File: src/outmux_pkg.sv
// Package for the output terminal function mux.
// Assumes a single 100 MHz clock domain and Avalon-MM register access.
package outmux_pkg;
  localparam int unsigned CLK_MHZ     = 100;
  localparam int          N_TERM      = 5;
  localparam int          FUNC_W      = 5;
  localparam int          POL_W       = 8;
  localparam int          ADDR_W      = 6;
  // Byte addresses (word aligned)
  localparam logic [ADDR_W-1:0] OFS_POL0   = 6'h00;
  localparam logic [ADDR_W-1:0] OFS_RLYPOL = 6'h14;
  localparam logic [ADDR_W-1:0] OFS_FUNC0  = 6'h18;
  localparam logic [ADDR_W-1:0] OFS_RLYFN  = 6'h2C;
  localparam logic [ADDR_W-1:0] OFS_STAT   = 6'h30;
  localparam logic [ADDR_W-1:0] OFS_OUTS   = 6'h34;
  // Polarity codes
  localparam logic [POL_W-1:0] POL_NO = 8'h00;
  localparam logic [POL_W-1:0] POL_NC = 8'h01;
  // Reset values
  localparam logic [POL_W-1:0]  RST_TERM_POL  = POL_NO;
  localparam logic [POL_W-1:0]  RST_RELAY_POL = POL_NC;
  localparam logic [FUNC_W-1:0] RST_RELAY_FN  = 5'h05;
  // Function codes
  typedef enum logic [FUNC_W-1:0] {
    FN_RUN       = 5'h00,
    FN_SPEED_REACHED = 5'h01,
    FN_ABOVE_FREQ = 5'h02,
    FN_OVERLOAD  = 5'h03,
    FN_PID_DEV   = 5'h04,
    FN_FAULT     = 5'h05,
    FN_AT_THRESH = 5'h06,
    FN_OVERTORQUE = 5'h07,
    FN_MAINS_LOSS = 5'h08,
    FN_UNDERVOLT = 5'h09,
    FN_TORQUE_LIM = 5'h0A,
    FN_RUN_HOURS = 5'h0B
  } func_e;
  localparam int N_FLAGS = 12;
endpackage

File: src/output_terminal_function_mux.sv
// Output terminal function mux: status flag select, polarity, registered drive.
// Assumes status flags are synchronous to clk; register access over Avalon-MM.
`timescale 1ns/10ps
module output_terminal_function_mux
#(
  parameter int NUM_TERM = outmux_pkg::N_TERM
)
(
  input  wire logic                          clk,
  input  wire logic                          rst,
  input  wire logic [outmux_pkg::ADDR_W-1:0] avs_address,
  input  wire logic                          avs_read,
  input  wire logic                          avs_write,
  input  wire logic [31:0]                   avs_writedata,
  input  wire logic [3:0]                    avs_byteenable,
  output logic [31:0]                        avs_readdata,
  output logic                               avs_waitrequest,
  output logic [1:0]                         avs_response,
  input  wire logic                          running_flag,
  input  wire logic                          speed_reached_flag,
  input  wire logic                          above_freq_flag,
  input  wire logic                          overload_notice_flag,
  input  wire logic                          pid_deviation_flag,
  input  wire logic                          fault_flag,
  input  wire logic                          at_threshold_freq_flag,
  input  wire logic                          overtorque_flag,
  input  wire logic                          mains_loss_flag,
  input  wire logic                          undervolt_flag,
  input  wire logic                          torque_limit_flag,
  input  wire logic                          run_hours_over_flag,
  output logic [NUM_TERM-1:0]                term_out,
  output logic                               relay_out
);
  import outmux_pkg::*;

  // Readback and level packing assume exactly five terminals
  if (NUM_TERM != N_TERM)
  begin
    $error("NUM_TERM must equal five");
  end

  logic [POL_W-1:0]  pol_q [NUM_TERM];
  logic [POL_W-1:0]  relay_pol_q;
  logic [FUNC_W-1:0] fn_q [NUM_TERM];
  logic [FUNC_W-1:0] relay_fn_q;
  logic [N_FLAGS-1:0] flags;
  logic               ack_q;
  logic [NUM_TERM-1:0] term_d;
  logic               relay_d;

  // Upstream flags carry their own latching (fault stays until reset upstream)
  assign flags = {run_hours_over_flag, torque_limit_flag, undervolt_flag, mains_loss_flag,
                  overtorque_flag, at_threshold_freq_flag, fault_flag, pid_deviation_flag,
                  overload_notice_flag, above_freq_flag, speed_reached_flag, running_flag};

  // Unlisted codes read as inactive, so a stale setting drives a load only through a normally closed output
  function automatic logic select_flag(input logic [FUNC_W-1:0] fn, input logic [N_FLAGS-1:0] f);
    logic r;
    r = 1'b0;
    case (fn)
      FN_RUN:           r = f[0];
      FN_SPEED_REACHED: r = f[1];
      FN_ABOVE_FREQ:    r = f[2];
      FN_OVERLOAD:      r = f[3];
      FN_PID_DEV:       r = f[4];
      FN_FAULT:         r = f[5];
      FN_AT_THRESH:     r = f[6];
      FN_OVERTORQUE:    r = f[7];
      FN_MAINS_LOSS:    r = f[8];
      FN_UNDERVOLT:     r = f[9];
      FN_TORQUE_LIM:    r = f[10];
      FN_RUN_HOURS:     r = f[11];
      default:          r = 1'b0;
    endcase
    return r;
  endfunction

  // Only code 01 inverts; other values behave as normally open
  function automatic logic apply_pol(input logic s, input logic [POL_W-1:0] p);
    return (p == POL_NC) ? ~s : s;
  endfunction

  function automatic logic is_ofs(input logic [ADDR_W-1:0] a, input logic [ADDR_W-1:0] base, input int idx);
    return a == ADDR_W'(int'(base) + 4 * idx);
  endfunction

  // One wait cycle per access keeps readdata registered
  assign avs_waitrequest = (avs_read | avs_write) & ~ack_q;
  assign avs_response    = 2'h0;

  always_ff @(posedge clk or posedge rst)
  begin
    if (rst)
      ack_q <= 1'b0;
    else
      ack_q <= (avs_read | avs_write) & ~ack_q;
  end

  always_ff @(posedge clk or posedge rst)
  begin
    if (rst)
    begin
      for (int i = 0; i < NUM_TERM; i++)
      begin
        pol_q[i] <= RST_TERM_POL;
        fn_q[i]  <= FUNC_W'(i);
      end
      relay_pol_q <= RST_RELAY_POL;
      relay_fn_q  <= RST_RELAY_FN;
    end
    else if (avs_write && ack_q && avs_byteenable[0])
    begin
      for (int i = 0; i < NUM_TERM; i++)
      begin
        if (is_ofs(avs_address, OFS_POL0, i))
          pol_q[i] <= avs_writedata[POL_W-1:0];
        else if (is_ofs(avs_address, OFS_FUNC0, i))
          fn_q[i] <= avs_writedata[FUNC_W-1:0];
      end
      if (avs_address == OFS_RLYPOL)
        relay_pol_q <= avs_writedata[POL_W-1:0];
      else if (avs_address == OFS_RLYFN)
        relay_fn_q <= avs_writedata[FUNC_W-1:0];
    end
  end

  always_ff @(posedge clk or posedge rst)
  begin
    if (rst)
      avs_readdata <= 32'h0000_0000;
    else if (avs_read && !ack_q)
    begin
      avs_readdata <= 32'h0000_0000;
      for (int i = 0; i < NUM_TERM; i++)
      begin
        if (is_ofs(avs_address, OFS_POL0, i))
          avs_readdata <= {24'h00_0000, pol_q[i]};
        else if (is_ofs(avs_address, OFS_FUNC0, i))
          avs_readdata <= {27'h000_0000, fn_q[i]};
      end
      if (avs_address == OFS_RLYPOL)
        avs_readdata <= {24'h00_0000, relay_pol_q};
      else if (avs_address == OFS_RLYFN)
        avs_readdata <= {27'h000_0000, relay_fn_q};
      else if (avs_address == OFS_STAT)
        avs_readdata <= {20'h0_0000, flags};
      else if (avs_address == OFS_OUTS)
        avs_readdata <= {26'h000_0000, relay_out, term_out};
    end
  end

  always_comb
  begin
    for (int i = 0; i < NUM_TERM; i++)
      term_d[i] = apply_pol(select_flag(fn_q[i], flags), pol_q[i]);
    relay_d = apply_pol(select_flag(relay_fn_q, flags), relay_pol_q);
  end

  // Reset drive mirrors reset polarity with all flags low
  always_ff @(posedge clk or posedge rst)
  begin
    if (rst)
    begin
      term_out  <= '0;
      relay_out <= 1'b1;
    end
    else
    begin
      term_out  <= term_d;
      relay_out <= relay_d;
    end
  end

  AST_TERM_FOLLOWS: assert property (@(posedge clk) disable iff (rst)
    1 |=> term_out[0] == apply_pol(select_flag($past(fn_q[0]), $past(flags)), $past(pol_q[0])))
    else $error("terminal 0 does not follow selected flag");
  AST_NO_PASSES: assert property (@(posedge clk) disable iff (rst)
    (pol_q[1] == POL_NO && fn_q[1] == FN_RUN) |=> term_out[1] == $past(running_flag))
    else $error("normally open terminal did not pass status");
  AST_NC_INVERTS: assert property (@(posedge clk) disable iff (rst)
    (pol_q[2] == POL_NC && fn_q[2] == FN_FAULT) |=> term_out[2] == !$past(fault_flag))
    else $error("normally closed terminal did not invert");
  AST_RELAY_RST: assert property (@(posedge clk)
    $fell(rst) |-> relay_pol_q == POL_NC)
    else $error("relay polarity reset value wrong");
  AST_TERM_RST: assert property (@(posedge clk)
    $fell(rst) |-> pol_q[4] == POL_NO && pol_q[0] == POL_NO)
    else $error("terminal polarity reset value wrong");
  AST_UNDERVOLT_T3: assert property (@(posedge clk) disable iff (rst)
    (fn_q[3] == FN_UNDERVOLT && pol_q[3] == POL_NO && undervolt_flag) |=> term_out[3])
    else $error("undervolt not shown");
  AST_RELAY_RUN_HOURS: assert property (@(posedge clk) disable iff (rst)
    (relay_fn_q == FN_RUN_HOURS && relay_pol_q == POL_NO) ##1 relay_fn_q == FN_RUN_HOURS
      |-> relay_out == $past(run_hours_over_flag))
    else $error("run hours relay mismatch");
  AST_WR_FN: assert property (@(posedge clk) disable iff (rst)
    (avs_write && !avs_waitrequest && avs_byteenable[0] && avs_address == OFS_FUNC0)
      |=> fn_q[0] == $past(avs_writedata[FUNC_W-1:0]))
    else $error("function select write lost");
  AST_WAIT_ONE: assert property (@(posedge clk) disable iff (rst)
    (avs_read && avs_waitrequest) |=> !avs_waitrequest)
    else $error("waitrequest longer than one cycle");

  // Per-code checks on terminal 0, the one every code is walked through
  AST_CODE_RUN: assert property (@(posedge clk) disable iff (rst)
    (fn_q[0] == FN_RUN && pol_q[0] == POL_NO)
      |=> term_out[0] == $past(running_flag))
    else $error("code 00 not shown on terminal 0");

  AST_CODE_SPEED: assert property (@(posedge clk) disable iff (rst)
    (fn_q[0] == FN_SPEED_REACHED && pol_q[0] == POL_NO)
      |=> term_out[0] == $past(speed_reached_flag))
    else $error("code 01 not shown on terminal 0");

  AST_CODE_ABOVE: assert property (@(posedge clk) disable iff (rst)
    (fn_q[0] == FN_ABOVE_FREQ && pol_q[0] == POL_NO)
      |=> term_out[0] == $past(above_freq_flag))
    else $error("code 02 not shown on terminal 0");

  AST_CODE_OVERLOAD: assert property (@(posedge clk) disable iff (rst)
    (fn_q[0] == FN_OVERLOAD && pol_q[0] == POL_NO)
      |=> term_out[0] == $past(overload_notice_flag))
    else $error("code 03 not shown on terminal 0");

  AST_CODE_PID: assert property (@(posedge clk) disable iff (rst)
    (fn_q[0] == FN_PID_DEV && pol_q[0] == POL_NO)
      |=> term_out[0] == $past(pid_deviation_flag))
    else $error("code 04 not shown on terminal 0");

  AST_CODE_FAULT: assert property (@(posedge clk) disable iff (rst)
    (fn_q[0] == FN_FAULT && pol_q[0] == POL_NO)
      |=> term_out[0] == $past(fault_flag))
    else $error("code 05 not shown on terminal 0");

  AST_CODE_AT_THRESH: assert property (@(posedge clk) disable iff (rst)
    (fn_q[0] == FN_AT_THRESH && pol_q[0] == POL_NO)
      |=> term_out[0] == $past(at_threshold_freq_flag))
    else $error("code 06 not shown on terminal 0");

  AST_CODE_OVERTORQUE: assert property (@(posedge clk) disable iff (rst)
    (fn_q[0] == FN_OVERTORQUE && pol_q[0] == POL_NO)
      |=> term_out[0] == $past(overtorque_flag))
    else $error("code 07 not shown on terminal 0");

  AST_CODE_MAINS: assert property (@(posedge clk) disable iff (rst)
    (fn_q[0] == FN_MAINS_LOSS && pol_q[0] == POL_NO)
      |=> term_out[0] == $past(mains_loss_flag))
    else $error("code 08 not shown on terminal 0");

  AST_CODE_UNDERVOLT: assert property (@(posedge clk) disable iff (rst)
    (fn_q[0] == FN_UNDERVOLT && pol_q[0] == POL_NO)
      |=> term_out[0] == $past(undervolt_flag))
    else $error("code 09 not shown on terminal 0");

  AST_CODE_TORQUE: assert property (@(posedge clk) disable iff (rst)
    (fn_q[0] == FN_TORQUE_LIM && pol_q[0] == POL_NO)
      |=> term_out[0] == $past(torque_limit_flag))
    else $error("code 10 not shown on terminal 0");

  AST_CODE_RUN_HOURS: assert property (@(posedge clk) disable iff (rst)
    (fn_q[0] == FN_RUN_HOURS && pol_q[0] == POL_NO)
      |=> term_out[0] == $past(run_hours_over_flag))
    else $error("code 11 not shown on terminal 0");

  // Relay sense in both polarities with the default fault code
  AST_RELAY_NC_FAULT: assert property (@(posedge clk) disable iff (rst)
    (relay_fn_q == FN_FAULT && relay_pol_q == POL_NC)
      |=> relay_out == !$past(fault_flag))
    else $error("normally closed relay did not invert fault");

  AST_RELAY_NO_FAULT: assert property (@(posedge clk) disable iff (rst)
    (relay_fn_q == FN_FAULT && relay_pol_q == POL_NO)
      |=> relay_out == $past(fault_flag))
    else $error("normally open relay did not pass fault");

  AST_RST_OUTS: assert property (@(posedge clk)
    $fell(rst) |-> relay_out && term_out == '0)
    else $error("output levels wrong after reset");

  // Register bus: one wait cycle; write lands and read data stands at the accepting edge
  AST_WAIT_FIRST: assert property (@(posedge clk) disable iff (rst)
    ((avs_read || avs_write) && !$past(avs_read || avs_write))
      |-> avs_waitrequest)
    else $error("new request not held off one cycle");

  AST_WAIT_WR: assert property (@(posedge clk) disable iff (rst)
    (avs_write && avs_waitrequest) |=> !avs_waitrequest)
    else $error("write waitrequest longer than one cycle");

  AST_WR_POL2: assert property (@(posedge clk) disable iff (rst)
    (avs_write && !avs_waitrequest && avs_byteenable[0] && is_ofs(avs_address, OFS_POL0, 2))
      |=> pol_q[2] == $past(avs_writedata[POL_W-1:0]))
    else $error("terminal polarity write lost");

  AST_WR_RELAY_POL: assert property (@(posedge clk) disable iff (rst)
    (avs_write && !avs_waitrequest && avs_byteenable[0] && avs_address == OFS_RLYPOL)
      |=> relay_pol_q == $past(avs_writedata[POL_W-1:0]))
    else $error("relay polarity write lost");

  AST_WR_REFUSED: assert property (@(posedge clk) disable iff (rst)
    (avs_write && !avs_byteenable[0]) |=> $stable(pol_q[1]) && $stable(fn_q[1]))
    else $error("write without lane 0 changed a setting");

  AST_RD_POL0: assert property (@(posedge clk) disable iff (rst)
    (avs_read && !avs_waitrequest && avs_address == OFS_POL0)
      |-> avs_readdata == {24'h00_0000, $past(pol_q[0])})
    else $error("terminal polarity readback wrong");

  AST_RD_RELAY_POL: assert property (@(posedge clk) disable iff (rst)
    (avs_read && !avs_waitrequest && avs_address == OFS_RLYPOL)
      |-> avs_readdata == {24'h00_0000, $past(relay_pol_q)})
    else $error("relay polarity readback wrong");

  AST_RD_RELAY_FN: assert property (@(posedge clk) disable iff (rst)
    (avs_read && !avs_waitrequest && avs_address == OFS_RLYFN)
      |-> avs_readdata == {27'h000_0000, $past(relay_fn_q)})
    else $error("relay function readback wrong");

  AST_RD_STATUS: assert property (@(posedge clk) disable iff (rst)
    (avs_read && !avs_waitrequest && avs_address == OFS_STAT)
      |-> avs_readdata == {20'h0_0000, $past(flags)})
    else $error("status readback wrong");

  AST_RD_OUTS: assert property (@(posedge clk) disable iff (rst)
    (avs_read && !avs_waitrequest && avs_address == OFS_OUTS)
      |-> avs_readdata == {26'h000_0000, $past(relay_out), $past(term_out)})
    else $error("output level readback wrong");

  COV_NC_TERM: cover property (@(posedge clk) disable iff (rst) pol_q[0] == POL_NC ##1 term_out[0]);
  COV_FAULT_RELAY: cover property (@(posedge clk) disable iff (rst) fault_flag ##1 !relay_out);
  COV_FN_WRITE: cover property (@(posedge clk) disable iff (rst) avs_write && !avs_waitrequest);
  COV_RELAY_RUN_HOURS: cover property (@(posedge clk) disable iff (rst) relay_fn_q == FN_RUN_HOURS ##1 relay_out);
  COV_REFUSED_WRITE: cover property (@(posedge clk) disable iff (rst) avs_write && !avs_byteenable[0]);
endmodule

File: config.mk
export PLATFORM = sky130hd
export DESIGN_NAME = output_terminal_function_mux
export DESIGN_NICKNAME = d
export VERILOG_FILES = /design/src/outmux_pkg.sv /design/src/output_terminal_function_mux.sv
export SDC_FILE = /design/constraint.sdc
export NUM_CORES = 1
export LEC_CHECK = 0
export ABC_CLOCK_PERIOD_IN_PS = 4450
export BUFFER_PORTS_ARGS = -buffer_cell sky130_fd_sc_hd__buf_4
export CORE_ASPECT_RATIO = 0.75
export CORE_MARGIN = 2
export CORE_UTILIZATION = 57
export DETAILED_ROUTE_END_ITERATION = 10
export PLACE_DENSITY = 0.82
export SYNTH_ARGS = -nofsm -noshare
export SYNTH_HDL_FRONTEND = slang
export SYNTH_SLANG_ARGS = --single-unit
File: constraint.sdc
create_clock -name clk -period 4.45 [get_ports clk]
set_input_delay 0.89 -clock clk [delete_from_list [all_inputs] [get_ports clk]]
set_output_delay 0.89 -clock clk [all_outputs]
set_load 0.005 [all_outputs]
==> run metrics <==
# fillers=770; count leader, synth=dfrtp_1; drt first pass iters=5; fin crit share=0.602; Synth top area share=0.391; H-tree depth=3; R2R depth=3; final worst slack=1.77 ns; final setup fails=0; final wirelength=16.1 mm; Avg Cell Area, Syn=11.7 sq um; hold path cells=2; vias in the first global route=4257; Die ar.=10700 sq um; Yosys top cell by area=dfrtp_1; Power Dens Cells=332 nW/um^2; ys flop type=dfrtp_1; clock sinks=97; min-delay worst type=register to register; Die W=119 um; Post-Place Worst Slack=1.50 ns; post-layout instance area=6270 sq um; Total Routing Usage GR=0.309; clock buffer depth=2; Post-Syn Instances=482; most frequent cells after synthesis=88 x dfrtp_1, 79 x mux2_2, 29 x nand2_1, 29 x nor2_1, 23 x buf_4; share of cells above drive strength 1=0.359; global-route wire length before repair=25.0 mm; Seq/Total Area, Yosys=0.433; DRC viols=0; reg-to-reg slack, setup=2.33 ns; Layout Nets=577; P&R area growth vs syn=11.5%; number of instances in the placed design=640; CP Data Required Time=4.68 ns; antenna violations before repair=0; Detail Route Antenna Nets=0; HPWL Detailed=11.4 mm; crit path max fanout=25; Fin. Hold Viols=0; diodes inserted=0; core region area=9620 sq um; Non-Filler Instances=656; Worst Hold Launch=avs_readdata[11]; Root Buffer=clkbuf_16; IR drop worst, VDD=0.000234 V; Die Height=90.0 um; nature of the critical path endpoint=register; Distinct cells, synth=65; Finished Core Util=0.652; via count=4477; CTS tree=built; Resize count post-CTS=0; cts bufs inserted=9; static leakage=2.78 nW; Worst-Skew Late Latency=0.35 ns; clock-pin slew on the worst setup and hold paths=0.06 ns; gpl congestion=0.994; Worst Max-Slew Pin Slew=1.17 ns; port buffer count=49; wire per inst=24.5 um; GRT overflow=0; max_cap viols=0; Initial Utilization=0.585; CP startpoint kind=primary input; Syn Std Cell Area=5630 sq um; Rows=31; RSZ-0062 raised after global routing=no; Post-DP Area=5980 sq um; hold worst-path end=avs_readdata[11]; Final Slew Violations=0; final setup TNS=0 ns; CP Class=primary input to register; slew margin rel.=0.218; Post-synth EDFFs=0; Hold Buf Count CTS=0; 1st-iter DRT viols=451; Top-Level Pins=99; #FFs+latches synth=97; Worst Skew=0.00726 ns; Fmax=0.373 GHz; R2R Path End=fn_q[21]; Setup Buffers After CTS=0; asr flop ratio synth=1.00; min cycle time layout=2.68 ns; largest net degree at the start of global routing=82; WP data arrival=2.91 ns; Syn. warnings=0; outcome=complete, no violations; r2r startpoint=ack_q; ranking of synthesized cells by area=dfrtp_1 39%, mux2_2 16%, mux4_2 7.2%; vias per cell=6.82
[layer usage]
metal / part of all wire / GRT usage
met4: 0.027 / 0.0982
met3: 0.11 / 0.0749
met1: 0.41 / 0.452
met2: 0.45 / 0.457
met5: 0 / 0
[cells by family after synthesis]
kind of cell | after synthesis | share of synthesized area
DFF | 97 | 0.433
and+or+nand+nor | 144 | 0.151
buffers and inverters | 48 | 0.0498
muxes | 114 | 0.260
xor gates and xnor gates | 6 | 0.00934
other | 1 | 0.000666
AOI/OAI and AO/OA | 72 | 0.0954
[state kept, by name, indices dropped and copies added, names as in the netlist]
register	cells
pol_q	40
fn_q	25
avs_readdata	12
relay_pol_q	8
relay_fn_q	5
term_out	5
ack_q	1
relay_out	1
[critical path, cell delays in order]
cell	delay, ns
buf_4	0.25
nor4b_2	0.63
nand2_1	0.28
nor2_2	0.45
mux2_2	0.40
[power breakdown]
part           switching (mW)  total [mW]  internal, mW
registers              0.0602        1.00         0.941
logic                   0.164       0.308         0.144
clock network           0.323       0.771         0.449
total                   0.547        2.08          1.53
[worst max-delay path by stage]
| stage | from | endpoint |
|---|---|---|
| after floorplan | rst | ack_q |
| after global placement | avs_address[1] | avs_readdata[1] |
| after detailed placement | avs_address[2] | avs_readdata[0] |
| after CTS | avs_address[2] | avs_readdata[0] |
| after global routing | avs_address[1] | avs_readdata[1] |
| final | avs_address[4] | relay_pol_q[7] |
[layout by cell type (no fill, tap or decap), drive strengths merged, types with 6 or more instances in the layout]
cell type  instances
clkbuf            12
nor3              16
mux2i             17
o21a               6
a31oi              6
mux4              18
nand3             14
mux2              79
dfstp              9
nor4b              7
nor4              10
nor2              31
xnor2              6
dfrtp             88
nand3b            10
nand2             30
buf               51
conb              22
o21ai             10
[per-stage QoR]
| step | power, mW | hold slack (ns) |
|---|---|---|
| detailed placement | 1.32 | 0.460 |
| global placement | 1.31 | 0.452 |
| global route | 2.15 | 0.509 |
| floorplan | 1.19 | 0.463 |
| finish | 2.08 | 0.470 |
| CTS | 2.08 | 0.473 |
[area by class of cell]
| type | count | area (sq um) | share of cell area |
|---|---|---|---|
| Clock inverter | 4 | 45.0 | 0.00718 |
| Multi-Input combinational cell | 358 | 2990 | 0.476 |
| Inverter | 2 | 10.0 | 0.00160 |
| Timing Repair Buffer | 51 | 383 | 0.0610 |
| Clock buffer | 12 | 246 | 0.0393 |
| Tap cell | 132 | 165 | 0.0263 |
| Sequential cell | 97 | 2440 | 0.389 |
Note: power is estimated with default switching activity, not from simulation.
